`config.mk`:
```
export PLATFORM = sky130hd
export DESIGN_NAME = alu_rotate_subtract_xor_ops
export DESIGN_NICKNAME = d
export VERILOG_FILES = /design/src/rtl/alu_rsx_pkg.sv /design/src/rtl/wdt_if.sv /design/src/rtl/wdt_unit.sv /design/src/rtl/alu_rotate_subtract_xor_ops.sv
export VERILOG_INCLUDE_DIRS = /design/src /design/src/rtl
export SDC_FILE = /design/constraint.sdc
export NUM_CORES = 1
export LEC_CHECK = 0
export ABC_AREA = 1
export CAP_MARGIN = 20
export CORE_AREA = 4 4 104 106
export CTS_BUF_LIST = sky130_fd_sc_hd__clkbuf_8
export CTS_CLUSTER_DIAMETER = 30
export DETAILED_ROUTE_END_ITERATION = 6
export DIE_AREA = 0 0 108 110
export DONT_BUFFER_PORTS = 1
export SLEW_MARGIN = 15
export SYNTH_ARGS = -nofsm -noshare
export SYNTH_HDL_FRONTEND = slang
export SYNTH_HIERARCHICAL = 1
export SYNTH_SLANG_ARGS = --single-unit
```
`constraint.sdc`:
```
create_clock -name i_clk_sys -period 7.6 [get_ports i_clk_sys]
set_input_delay 0.38 -clock i_clk_sys [delete_from_list [all_inputs] [get_ports i_clk_sys]]
set_output_delay 0.38 -clock i_clk_sys [all_outputs]
set_load 0.02 [all_outputs]
```
`src/rtl/alu_rsx_regs.svh`:
```
// register offsets, field positions, reset values and widths of the alu block
// assumes: included by its bare name from rtl/, after the package is compiled
`ifndef ALU_RSX_REGS_SVH
`define ALU_RSX_REGS_SVH

// register offsets on the plain software port
`define ALU_OFF_STATUS   2'h0
`define ALU_OFF_ACC      2'h1
`define ALU_OFF_WDT      2'h2
`define ALU_OFF_CTRL     2'h3

// status register bit positions
`define ALU_ST_CARRY     0
`define ALU_ST_DIGIT     1
`define ALU_ST_ZERO      2
`define ALU_ST_PWRDN     3
`define ALU_ST_TO        4
`define ALU_ST_SLEEP     5

// control register bit positions
`define ALU_CTRL_WDT_EN  0
`define ALU_CTRL_WAKE    1

// reset values
`define ALU_RST_ACC      8'h00
`define ALU_RST_WDT_EN   1'b1
`define ALU_RST_TO       1'b1
`define ALU_RST_PWRDN    1'b1

// watchdog widths and terminal values
`define WDT_PRE_W        8
`define WDT_CNT_W        8
`define WDT_PRE_MAX      8'hFF
`define WDT_CNT_MAX      8'hFF

`endif

```
`src/rtl/alu_rsx_pkg.sv`:
```
// types and decode helpers shared by the alu block and its watchdog
// assumes: compiled before every other file of the block
package alu_rsx_pkg;

  // instruction selector driven by the decoder
  typedef enum logic [2:0] {
    OP_ROTATE_RIGHT = 3'h0, // rotate_right_carry_op
    OP_SUB_REG      = 3'h1, // sub_acc_from_reg_op
    OP_SUB_LIT      = 3'h2, // sub_acc_from_literal_op
    OP_SWAP         = 3'h3, // nibble_swap_op
    OP_XOR_LIT      = 3'h4, // xor_literal_op
    OP_XOR_REG      = 3'h5, // xor_register_op
    OP_SLEEP        = 3'h6,
    OP_NOP          = 3'h7
  } op_t;

  // power state of the core, one-hot
  typedef enum logic [1:0] {
    ST_RUN   = 2'b01,
    ST_SLEEP = 2'b10
  } pwr_state_t;

  // instruction carries a target_select operand
  function automatic logic has_target(input op_t op);
    return (op == OP_ROTATE_RIGHT) || (op == OP_SUB_REG) ||
           (op == OP_SWAP) || (op == OP_XOR_REG);
  endfunction

  // instruction updates the result_null_flag
  function automatic logic sets_zero(input op_t op);
    return (op == OP_SUB_REG) || (op == OP_SUB_LIT) ||
           (op == OP_XOR_LIT) || (op == OP_XOR_REG);
  endfunction

  // instruction takes the literal rather than the file register
  function automatic logic uses_literal(input op_t op);
    return (op == OP_SUB_LIT) || (op == OP_XOR_LIT);
  endfunction

endpackage

```
`src/rtl/wdt_if.sv`:
```
// carrier between the alu core and its watchdog unit
// assumes: both ends run on i_clk_sys
`timescale 1ns/100ps
`default_nettype none

interface wdt_if;
  logic       enable;   // count while high
  logic       clear;    // zero counter and prescaler at next edge
  logic       overflow; // one-cycle pulse on counter wrap
  logic [7:0] count;
  logic [7:0] prescale;

  modport ctrl (output enable, output clear, input overflow, input count, input prescale);
  modport unit (input enable, input clear, output overflow, output count, output prescale);
endinterface

`default_nettype wire

```
`src/rtl/wdt_unit.sv`:
```
// watchdog counter with its prescaler
// assumes: enable and clear come from the alu core in the same clock domain
`timescale 1ns/100ps
`default_nettype none

`include "alu_rsx_regs.svh"

module wdt_unit
  import alu_rsx_pkg::*;
(
  input  wire logic i_clk_sys,
  input  wire logic i_rst,
  wdt_if.unit       wdt
);

  logic [`WDT_PRE_W-1:0] prescale;
  logic [`WDT_PRE_W-1:0] next_prescale;
  logic [`WDT_CNT_W-1:0] count;
  logic [`WDT_CNT_W-1:0] next_count;
  logic                  overflow;
  logic                  next_overflow;

  // -------------------------------------------------------------
  // next values: clear beats counting
  // -------------------------------------------------------------
  always_comb begin
    next_prescale = prescale;
    next_count    = count;
    next_overflow = 1'b0;
    if (wdt.clear) begin
      next_prescale = '0;
      next_count    = '0;
    end else if (wdt.enable) begin
      next_prescale = prescale + 8'h01;
      if (prescale == `WDT_PRE_MAX) begin
        next_count    = count + 8'h01;
        next_overflow = (count == `WDT_CNT_MAX);
      end
    end
  end

  // registers
  always_ff @(posedge i_clk_sys) begin
    if (i_rst) begin
      prescale <= '0;
      count    <= '0;
      overflow <= 1'b0;
    end else begin
      prescale <= next_prescale;
      count    <= next_count;
      overflow <= next_overflow;
    end
  end

  assign wdt.prescale = prescale;
  assign wdt.count    = count;
  assign wdt.overflow = overflow;

endmodule // wdt_unit

`default_nettype wire

```
`src/rtl/alu_rotate_subtract_xor_ops.sv`:
```
// execution datapath: rotate, subtract, swap, xor and the sleep side effects
// assumes: decoder issues one-cycle i_exec pulses with operands stable beside
// them; the register file takes o_reg_wr_* as a one-cycle write
//
// Local design decisions: the address map and the plain strobed port.
`timescale 1ns/100ps
`default_nettype none

`include "alu_rsx_regs.svh"

// What this block does
// - target_select 0 to accumulator, 1 to register
// - rotate right through borrow_not_flag only
// - register minus accumulator, to chosen target
// - subtracts update carry, digit, zero flags only
// - literal minus accumulator into accumulator, flags
// - sleep clears watchdog counter and prescaler
// - sleep sets timeout_flag, clears power_down_flag
// - sleep halts oscillator, enters sleep state
// - swap nibbles, no flag changes
// - xor literal into accumulator, zero flag only
// - xor register to chosen target, zero only
module alu_rotate_subtract_xor_ops
  import alu_rsx_pkg::*;
(
  input  wire logic       i_clk_sys,
  input  wire logic       i_rst,
  // decoder side
  input  wire logic       i_exec,
  input  wire op_t        i_op,
  input  wire logic       i_target_select,
  input  wire logic [7:0] i_literal,
  input  wire logic [6:0] i_reg_addr,
  input  wire logic [7:0] i_reg_operand,
  // register file side
  output logic            o_reg_wr_en,
  output logic      [6:0] o_reg_wr_addr,
  output logic      [7:0] o_reg_wr_data,
  output logic      [7:0] o_acc,
  output logic      [7:0] o_result,
  output logic            o_borrow_not_flag,
  output logic            o_digit_borrow_flag,
  output logic            o_result_null_flag,
  output logic            o_timeout_flag,
  output logic            o_power_down_flag,
  output logic            o_osc_run,
  // software port
  input  wire logic [1:0] i_addr,
  input  wire logic [7:0] i_wdata,
  input  wire logic       i_wr,
  input  wire logic       i_rd,
  output logic      [7:0] o_rdata
);

  // -------------------------------------------------------------
  // state
  // -------------------------------------------------------------
  pwr_state_t pwr;
  pwr_state_t next_pwr;
  logic [7:0] acc;
  logic [7:0] next_acc;
  logic [7:0] result;
  logic [7:0] next_result;
  logic       carry;
  logic       next_carry;
  logic       digit;
  logic       next_digit;
  logic       zero;
  logic       next_zero;
  logic       timeout;
  logic       next_timeout;
  logic       power_down;
  logic       next_power_down;
  logic       osc_run;
  logic       next_osc_run;
  logic       wr_en;
  logic       next_wr_en;
  logic [6:0] wr_addr;
  logic [6:0] next_wr_addr;
  logic [7:0] wr_data;
  logic [7:0] next_wr_data;
  logic       wdt_en;
  logic       next_wdt_en;
  logic [7:0] rdata;
  logic [7:0] next_rdata;

  // datapath intermediates
  logic       take;
  logic       sleep_take;
  logic [7:0] operand_b;
  logic [8:0] diff;
  logic [7:0] alu_res;
  logic       alu_c;
  logic       alu_digit;

  wdt_if wdt ();

  wdt_unit u_wdt (
    .i_clk_sys (i_clk_sys),
    .i_rst     (i_rst),
    .wdt       (wdt.unit)
  );

  // instructions are only taken while the core runs
  assign take       = i_exec && (pwr == ST_RUN);
  assign sleep_take = take && (i_op == OP_SLEEP);

  // watchdog control
  assign wdt.enable = wdt_en;
  assign wdt.clear  = sleep_take;

  // -------------------------------------------------------------
  // arithmetic and logic unit
  // -------------------------------------------------------------
  always_comb begin
    operand_b = uses_literal(i_op) ? i_literal : i_reg_operand;
    diff      = {1'b0, operand_b} - {1'b0, acc};
    alu_res   = acc;
    alu_c     = carry;
    alu_digit = digit;
    case (i_op)
      OP_ROTATE_RIGHT: begin
        alu_res = {carry, i_reg_operand[7:1]};
        alu_c   = i_reg_operand[0];
      end
      OP_SUB_REG, OP_SUB_LIT: begin
        alu_res = diff[7:0];
        alu_c   = ~diff[8];
        alu_digit = (acc[3:0] <= operand_b[3:0]);
      end
      OP_SWAP: begin
        alu_res = {i_reg_operand[3:0], i_reg_operand[7:4]};
      end
      OP_XOR_LIT, OP_XOR_REG: begin
        alu_res = acc ^ operand_b;
      end
      default: begin
        alu_res = acc;
      end
    endcase
  end

  // -------------------------------------------------------------
  // next values of core state
  // -------------------------------------------------------------
  always_comb begin
    next_pwr        = pwr;
    next_acc        = acc;
    next_result     = result;
    next_carry      = carry;
    next_digit      = digit;
    next_zero       = zero;
    next_timeout    = timeout;
    next_power_down = power_down;
    next_wr_en      = 1'b0;
    next_wr_addr    = wr_addr;
    next_wr_data    = wr_data;
    next_wdt_en     = wdt_en;
    // software writes to the accumulator lose to an instruction that writes the accumulator
    if (i_wr && (i_addr == `ALU_OFF_ACC)) begin
      next_acc = i_wdata;
    end
    if (i_wr && (i_addr == `ALU_OFF_CTRL)) begin
      next_wdt_en = i_wdata[`ALU_CTRL_WDT_EN];
      if (i_wdata[`ALU_CTRL_WAKE] && (pwr == ST_SLEEP)) begin
        next_pwr = ST_RUN;
      end
    end
    // watchdog wrap marks a timeout and wakes the core unless a sleep is taken in the same cycle
    if (wdt.overflow) begin
      next_timeout = 1'b0;
      next_pwr     = ST_RUN;
    end
    case (pwr)
      ST_RUN: begin
        if (sleep_take) begin
          next_timeout    = 1'b1;
          next_power_down = 1'b0;
          next_pwr        = ST_SLEEP;
        end else if (take && (i_op != OP_NOP)) begin
          next_result = alu_res;
          next_carry  = alu_c;
          next_digit  = alu_digit;
          if (sets_zero(i_op)) begin
            next_zero = (alu_res == 8'h00);
          end
          if (has_target(i_op) && i_target_select) begin
            next_wr_en   = 1'b1;
            next_wr_addr = i_reg_addr;
            next_wr_data = alu_res;
          end else begin
            next_acc = alu_res;
          end
        end
      end
      ST_SLEEP: begin
        next_pwr = next_pwr;
      end
      default: begin
        next_pwr = ST_RUN;
      end
    endcase
    next_osc_run = (next_pwr == ST_RUN);
  end

  // -------------------------------------------------------------
  // read data, valid only in the cycle after a read strobe
  // -------------------------------------------------------------
  always_comb begin
    next_rdata = 8'h00;
    if (i_rd) begin
      case (i_addr)
        `ALU_OFF_STATUS: begin
          next_rdata[`ALU_ST_CARRY] = carry;
          next_rdata[`ALU_ST_DIGIT] = digit;
          next_rdata[`ALU_ST_ZERO]  = zero;
          next_rdata[`ALU_ST_PWRDN] = power_down;
          next_rdata[`ALU_ST_TO]    = timeout;
          next_rdata[`ALU_ST_SLEEP] = (pwr == ST_SLEEP);
        end
        `ALU_OFF_ACC:  next_rdata = acc;
        `ALU_OFF_WDT:  next_rdata = wdt.count;
        `ALU_OFF_CTRL: next_rdata[`ALU_CTRL_WDT_EN] = wdt_en;
        default:       next_rdata = 8'h00;
      endcase
    end
  end

  // registers
  always_ff @(posedge i_clk_sys) begin
    if (i_rst) begin
      pwr        <= ST_RUN;
      acc        <= `ALU_RST_ACC;
      result     <= 8'h00;
      carry      <= 1'b0;
      digit      <= 1'b0;
      zero       <= 1'b0;
      timeout    <= `ALU_RST_TO;
      power_down <= `ALU_RST_PWRDN;
      osc_run    <= 1'b1;
      wr_en      <= 1'b0;
      wr_addr    <= 7'h00;
      wr_data    <= 8'h00;
      wdt_en     <= `ALU_RST_WDT_EN;
      rdata      <= 8'h00;
    end else begin
      pwr        <= next_pwr;
      acc        <= next_acc;
      result     <= next_result;
      carry      <= next_carry;
      digit      <= next_digit;
      zero       <= next_zero;
      timeout    <= next_timeout;
      power_down <= next_power_down;
      osc_run    <= next_osc_run;
      wr_en      <= next_wr_en;
      wr_addr    <= next_wr_addr;
      wr_data    <= next_wr_data;
      wdt_en     <= next_wdt_en;
      rdata      <= next_rdata;
    end
  end

  // outputs straight from flops
  assign o_reg_wr_en         = wr_en;
  assign o_reg_wr_addr       = wr_addr;
  assign o_reg_wr_data       = wr_data;
  assign o_acc               = acc;
  assign o_result            = result;
  assign o_borrow_not_flag   = carry;
  assign o_digit_borrow_flag = digit;
  assign o_result_null_flag  = zero;
  assign o_timeout_flag      = timeout;
  assign o_power_down_flag   = power_down;
  assign o_osc_run           = osc_run;
  assign o_rdata             = rdata;
endmodule // alu_rotate_subtract_xor_ops

`default_nettype wire

```
==> flow_summary_export.csv, run 1 <==
group,metric,value,unit
clock_network,insertion_delay,0.35,ns
critical_path,crit_family,"simple AND/OR/NAND/NOR gates",
final_layout,syn2layout_area_growth,8.11,%
critical_path,crit_buf_inv,4,
floorplan,row_count,36,
floorplan,dieArea,11900,µm²
yosys,post-synth-top-count-cell,"nand2_1",
sta,rsz0062_at_grt,"false",
yosys,synthCells,578,
global_route,grt_pass1_vias,3453,
worst_hold_path,hold_start,"i_rst",
clock_network,numCtsBuffers,9,
critical_path,cp_slowest_cell,"nor2_1",
clock_network,cts_root_buf,"clkbuf_8",
place,place_inst,697,
power_and_ir_drop,ir_worst_vdd,150,µV
yosys,ys_seq_area_frac,0.341,
critical_path,crit_chain,"inv_2 -> a21oi_1 -> inv_1 -> nor2_1 -> nand2_1 -> o21ai_0 -> inv_1 -> ha_1 -> fa_1 -> inv_1 -> nand4_1 -> nand4_1 -> nor2_1 -> nand3_1 -> nor2_1 -> nand3_1 -> a21oi_1",
place,port_buffers,0,
floorplan,ios,88,
global_route,grt_max_degree,30,
yosys,ys.flop_type,"dfxtp_1",
yosys,synth_nets,642,
worst_hold_path,hold_class,"input port to flip-flop",
critical_path,worstSetupStartpoint,"i_op[2]",
place,dp_hpwl,8850,µm
sta,final_hold_viol_count,0,
power_and_ir_drop,power.density,229,nW/µm²
critical_path,cpPeakStageDelay,0.64,ns
sta,slew_viol_final,0,
sta,hold_ws,0.0896,ns
clock_network,cts_tree,"done",
place,place.gp.congestion,0.920,
final_layout,final_layout_size_suffix_gt1_frac,0.0759,
yosys,synth_top_area_cell,"dfxtp_1",
outcome,status,"finished clean",
critical_path,r2r-start,"o_acc[0]",
yosys,synth_area_leaders,"dfxtp_1 34%, nand2_1 14%, inv_1 9.0%",
yosys,synthArstFlopShare,0,
critical_path,end_kind,"flip-flop",
route,via_per_inst,5.07,
sta,final.setup.tns,0,ns
sta,setup_slack,4.51,ns
clock_network,ctsHoldBuffers,0,
sta,max_freq,323,MHz
critical_path,crit_arrival,3.38,ns
final_layout,finalNonFillerCells,713,
clock_network,clockBufferDepth,2,
sta,slew_headroom,0.428,
critical_path,start_kind,"input port",
flow_run,maxCapViolCount,0,
sta,final-setup-viol-count,0,
global_route,antenna_found_initial,0,
final_layout,diodes,0,
critical_path,critPathKind,"input port to flip-flop",
sta,skew,0.00968,ns
clock_network,postCtsSetupRepairBufs,0,
sta,layout_min_cycle_time,3.09,ns
clock_network,clk_pin_slew,0.08,ns
yosys,synth_area,3870,µm²
route,wl_per_cell,15.9,µm
route,vias,3615,
route,drt_pass1_iterations,5,
route,antenna_left,0,
critical_path,cp_max_fo,14,
yosys,synth_common_cells,"142 x nand2_1, 93 x inv_1, 67 x nor2_1",
yosys,synth_seq_cells,66,
place,dp_slack,4.21,ns
final_layout,utilization,0.428,
power_and_ir_drop,leakage,2.04,nW
route,drt-total-wl,11300,µm
global_route,grt_overflow,0,
final_layout,fin_nets,639,
yosys,synth.distinct_cells,38,
floorplan,fp.dieH,110,µm
route,drc,0,
floorplan,core,9770,µm²
floorplan,die_w,108,µm
global_route,grt_usage,0.195,
yosys,synth-warning-count,6,
clock_network,cts-htree-levels,3,
sta,fin_crit_sh,0.407,
yosys,synth_top_area_frac,0.341,
yosys,synth.avg_cell_area,6.70,µm²
route,drt_iter0_drc,257,
critical_path,required,7.89,ns
sta,worst_pin_slew,0.857,ns
global_route,grt_pass1_wl,17800,µm
clock_network,cts.repair.resized,0,
yosys,synth-edff-count,0,
clock_network,clock_sinks,66,
floorplan,initial_core_util,0.396,
worst reg2reg max path, delay by kind of cell (launching register included):
| kind | cells | cell delay [ns] |
|---|---|---|
| adders and majority gates | 2 | 0.83 |
| and+or+nand+nor | 6 | 0.88 |
| DFF | 1 | 0.51 |
| buffers and inverters | 1 | 0.05 |
| AOI/OAI and AO/OA | 1 | 0.12 |
state kept, by name (all words and copies together), names as in the netlist:
signal,count
o_acc,8
o_borrow_not_flag,1
o_digit_borrow_flag,1
o_osc_run,1
o_power_down_flag,1
o_rdata,8
o_reg_wr_addr,7
o_reg_wr_data,8
o_reg_wr_en,1
o_result,8
o_result_null_flag,1
o_timeout_flag,1
pwr,2
u_wdt/wdt.count,8
u_wdt/wdt.overflow,1
u_wdt/wdt.prescale,8
wdt.enable,1
cells by family after synthesis:
group                    Yosys count  share of synthesized area
AND/OR/NAND/NOR                  274                      0.316
buffers and inverters            111                      0.113
AO/OA/AOI/OAI                    101                      0.146
flip-flops                        66                      0.341
adder cells (fa/ha/maj)           22                     0.0730
XOR/XNOR                           2                    0.00452
multiplexers                       2                    0.00582
cell usage in the layout, fill, tap and decap left out, drive strengths merged:
cell / Yosys / final
nor3b: 2 / 2
fa: 1 / 1
nand3b: 1 / 1
a31oi: 4 / 4
o211ai: 7 / 7
nor3: 4 / 4
clkbuf: 6 / 9
or2: 4 / 4
o21ai: 44 / 44
clkinvlp: 0 / 2
dfxtp: 66 / 66
o22ai: 1 / 1
xor2: 1 / 1
ha: 21 / 21
a21oi: 32 / 32
nand3: 28 / 28
mux2: 2 / 2
a21o: 1 / 1
bufinv: 0 / 2
a221oi: 2 / 2
inv: 96 / 96
a311oi: 1 / 1
o31ai: 1 / 1
nor2: 75 / 75
nand2: 149 / 149
xnor2: 1 / 1
buf: 9 / 1
clkinv: 0 / 3
o21bai: 3 / 3
a211oi: 5 / 5
nand4: 11 / 11
power breakdown:
part	total, mW	internal (mW)	leakage, nW	switching, mW
clock	0.324	0.184	0.105	0.140
sequential	0.429	0.373	0.538	0.0561
combinational	0.208	0.0699	1.40	0.138
total	0.960	0.626	2.04	0.334
final timing paths:
path | slack, ns | to | cells past startpoint
worst min-delay path | 0.09 | o_reg_wr_data[1] | 1
worst max-delay path | 4.51 | o_result_null_flag | 17
worst max register to register | 5.17 | o_result_null_flag | 10
worst min register to register | 0.48 | u_wdt/wdt.overflow | 2
layout make-up:
type | instances | area, µm²
clock buffer | 9 | 124
tap | 133 | 166
fill | 1067 | 5590
multi-input combinational | 401 | 2110
inverter | 96 | 360
timing repair buffer | 1 | 7.51
clock inverter | 7 | 93.8
sequential | 66 | 1320
routing by layer:
layer  vias up  share of wire  routed length [µm]  global-route usage
met5         -              0                   0                   0
met4         0          0.022                 247              0.0784
met3        15           0.10                1130              0.0798
met2       107           0.44                5030               0.296
met1      1656           0.43                4900               0.247
li1       1837              -                   -                   -
through the flow:
step                      total power, mW  area (µm²)
after floorplan                     0.584        3870
after global placement              0.639        3970
after detailed placement            0.643        3970
after CTS                           0.969        4190
after global routing                 1.02        4190
final                               0.960        4190
Note: power is estimated with default switching activity, not from simulation.
==> run 2: changes to the inputs <==
==> constraint.sdc (replaced) <==
create_clock -name i_clk_sys -period 2.6 [get_ports i_clk_sys]
set_input_delay 0.13 -clock i_clk_sys [delete_from_list [all_inputs] [get_ports i_clk_sys]]
set_output_delay 0.13 -clock i_clk_sys [all_outputs]
set_load 0.02 [all_outputs]
==> flow_summary_export.csv, run 2 (same netlist as run 1, synthesis figures left out) <==
group,metric,value,unit
outcome,status,"finished clean",
worst_hold_path,holdPathStages,3,
clock_network,cts_tree,"done",
sta,skew,0.0123,ns
global_route,grt_max_degree,29,
route,wl_per_cell,15.4,µm
place,dp_hpwl,9040,µm
clock_network,cts_root_buf,"clkbuf_8",
floorplan,dieArea,11900,µm²
global_route,antenna_found_initial,0,
critical_path,cp_max_fo,12,
critical_path,critPathKind,"flip-flop to flip-flop",
flow_run,maxCapViolCount,0,
floorplan,die_w,108,µm
clock_network,insertion_delay,0.35,ns
global_route,gr-usage-met3,0.0775,
critical_path,crit_arrival,2.51,ns
critical_path,required,2.87,ns
critical_path,r2r-start,"pwr[1]",
sta,rsz0062_at_grt,"false",
clock_network,clk_pin_slew,0.07,ns
sta,layout_min_cycle_time,2.24,ns
floorplan,initial_core_util,0.396,
critical_path,ff2ff_path_depth,8,
global_route,grt_use_met1,0.256,
clock_network,clockBufferDepth,2,
floorplan,fp.dieH,110,µm
clock_network,cts-htree-levels,3,
clock_network,cts.repair.resized,0,
global_route,grt.busiest_layer,"met2",
floorplan,ios,88,
critical_path,start_kind,"flip-flop",
clock_network,numCtsBuffers,9,
clock_network,clock_sinks,66,
sta,fin_crit_sh,0.860,
route,vias,3707,
floorplan,core,9770,µm²
sta,max_freq,447,MHz
final_layout,fin_nets,671,
final_layout,utilization,0.453,
global_route,grt_pass1_wl,18300,µm
final_layout,diodes,0,
place,place_area,4100,µm²
critical_path,end_kind,"flip-flop",
sta,final.setup.tns,0,ns
sta,final-setup-viol-count,0,
worst_hold_path,hold_class,"input port to flip-flop",
sta,slew_headroom,0.492,
sta,worst_pin_slew,0.760,ns
route,antenna_left,0,
power_and_ir_drop,power.density,622,nW/µm²
route,drc,0,
power_and_ir_drop,ir_worst_vdd,351,µV
floorplan,row_count,36,
final_layout,final_layout_size_suffix_gt1_frac,0.0997,
power_and_ir_drop,leakage,2.19,nW
sta,slew_viol_final,0,
route,drt-total-wl,11500,µm
final_layout,syn2layout_area_growth,14.4,%
global_route,grt_usage,0.200,
route,drt_pass1_iterations,4,
global_route,grt_pass1_vias,3634,
worst_hold_path,hold_start,"i_rst",
global_route,met2_usage,0.303,
final_layout,fillCellCount,1043,
final_layout,final_area,4430,µm²
route,drt_iter0_drc,258,
sta,final_hold_viol_count,0,
place,place.gp.congestion,0.923,
critical_path,worstSetupStartpoint,"pwr[1]",
place,port_buffers,0,
route,via_per_inst,4.98,
final_layout,layout.cells.most_common_list,"142 x nand2_1, 93 x inv_1, 67 x nor2_1",
global_route,grt_overflow,0,
final_layout,final_common_cell,"nand2_1",
run 2: power by group:
group	total (mW)	internal, mW	switching [mW]	leakage (nW)
Clock	0.837	0.432	0.404	0.102
Combinational	0.707	0.256	0.451	1.55
Sequential	1.21	1.09	0.121	0.538
run 2: path summary, 6_finish.rpt:
kind / slack, ns / endpoint
worst max-delay path: 0.36 / u_wdt/wdt.prescale[4]
worst min-delay path: 0.04 / o_rdata[7]
worst max register to register: 0.36 / u_wdt/wdt.prescale[4]
worst min register to register: 0.49 / u_wdt/wdt.overflow
run 2: critical path, cell delays in order, from the launching register on:
cell	delay, ns
dfxtp_1	0.37
inv_1	0.06
ha_1	0.19
nand2_1	0.15
nor3_1	0.08
buf_4	0.16
nor2_1	0.59
inv_1	0.33
nor3_1	0.23
run 2: layer usage:
layer / up-vias / wire length, µm
li1: 1902 / -
met1: 1668 / 5070
met2: 120 / 4990
met3: 17 / 1190
met4: 0 / 221
met5: - / 0
run 2: what timing repair did:
action / 4_1_cts / 5_1_grt
endpoints found under the hold margin: 24 / 0
hold buffers: 15 / 0
setup buffers: 0 / 0
endpoints found under the setup margin: 0 / 0
run 2: metrics by stage:
stage          setup WS [ns]  total power [mW]  cells  hold slack, ns
6_report               0.365              2.75    745          0.0448
4_1_cts                0.367              2.78    745          0.0236
3_5_place_dp          0.0800              1.92    714           0.205
2_1_floorplan         0.0281              1.71    578           0.265
3_3_place_gp           0.144              1.91    714           0.203
5_1_grt               0.0711              2.93    745          0.0407
run 2: cell type report:
class	instances	area, µm²	area share
Tap cell	133	166	0.0376
Sequential cell	66	1320	0.298
Clock buffer	9	124	0.0280
Timing Repair Buffer	33	285	0.0644
Clock inverter	7	60.1	0.0136
Inverter	96	360	0.0813
Multi-Input combinational cell	401	2110	0.477
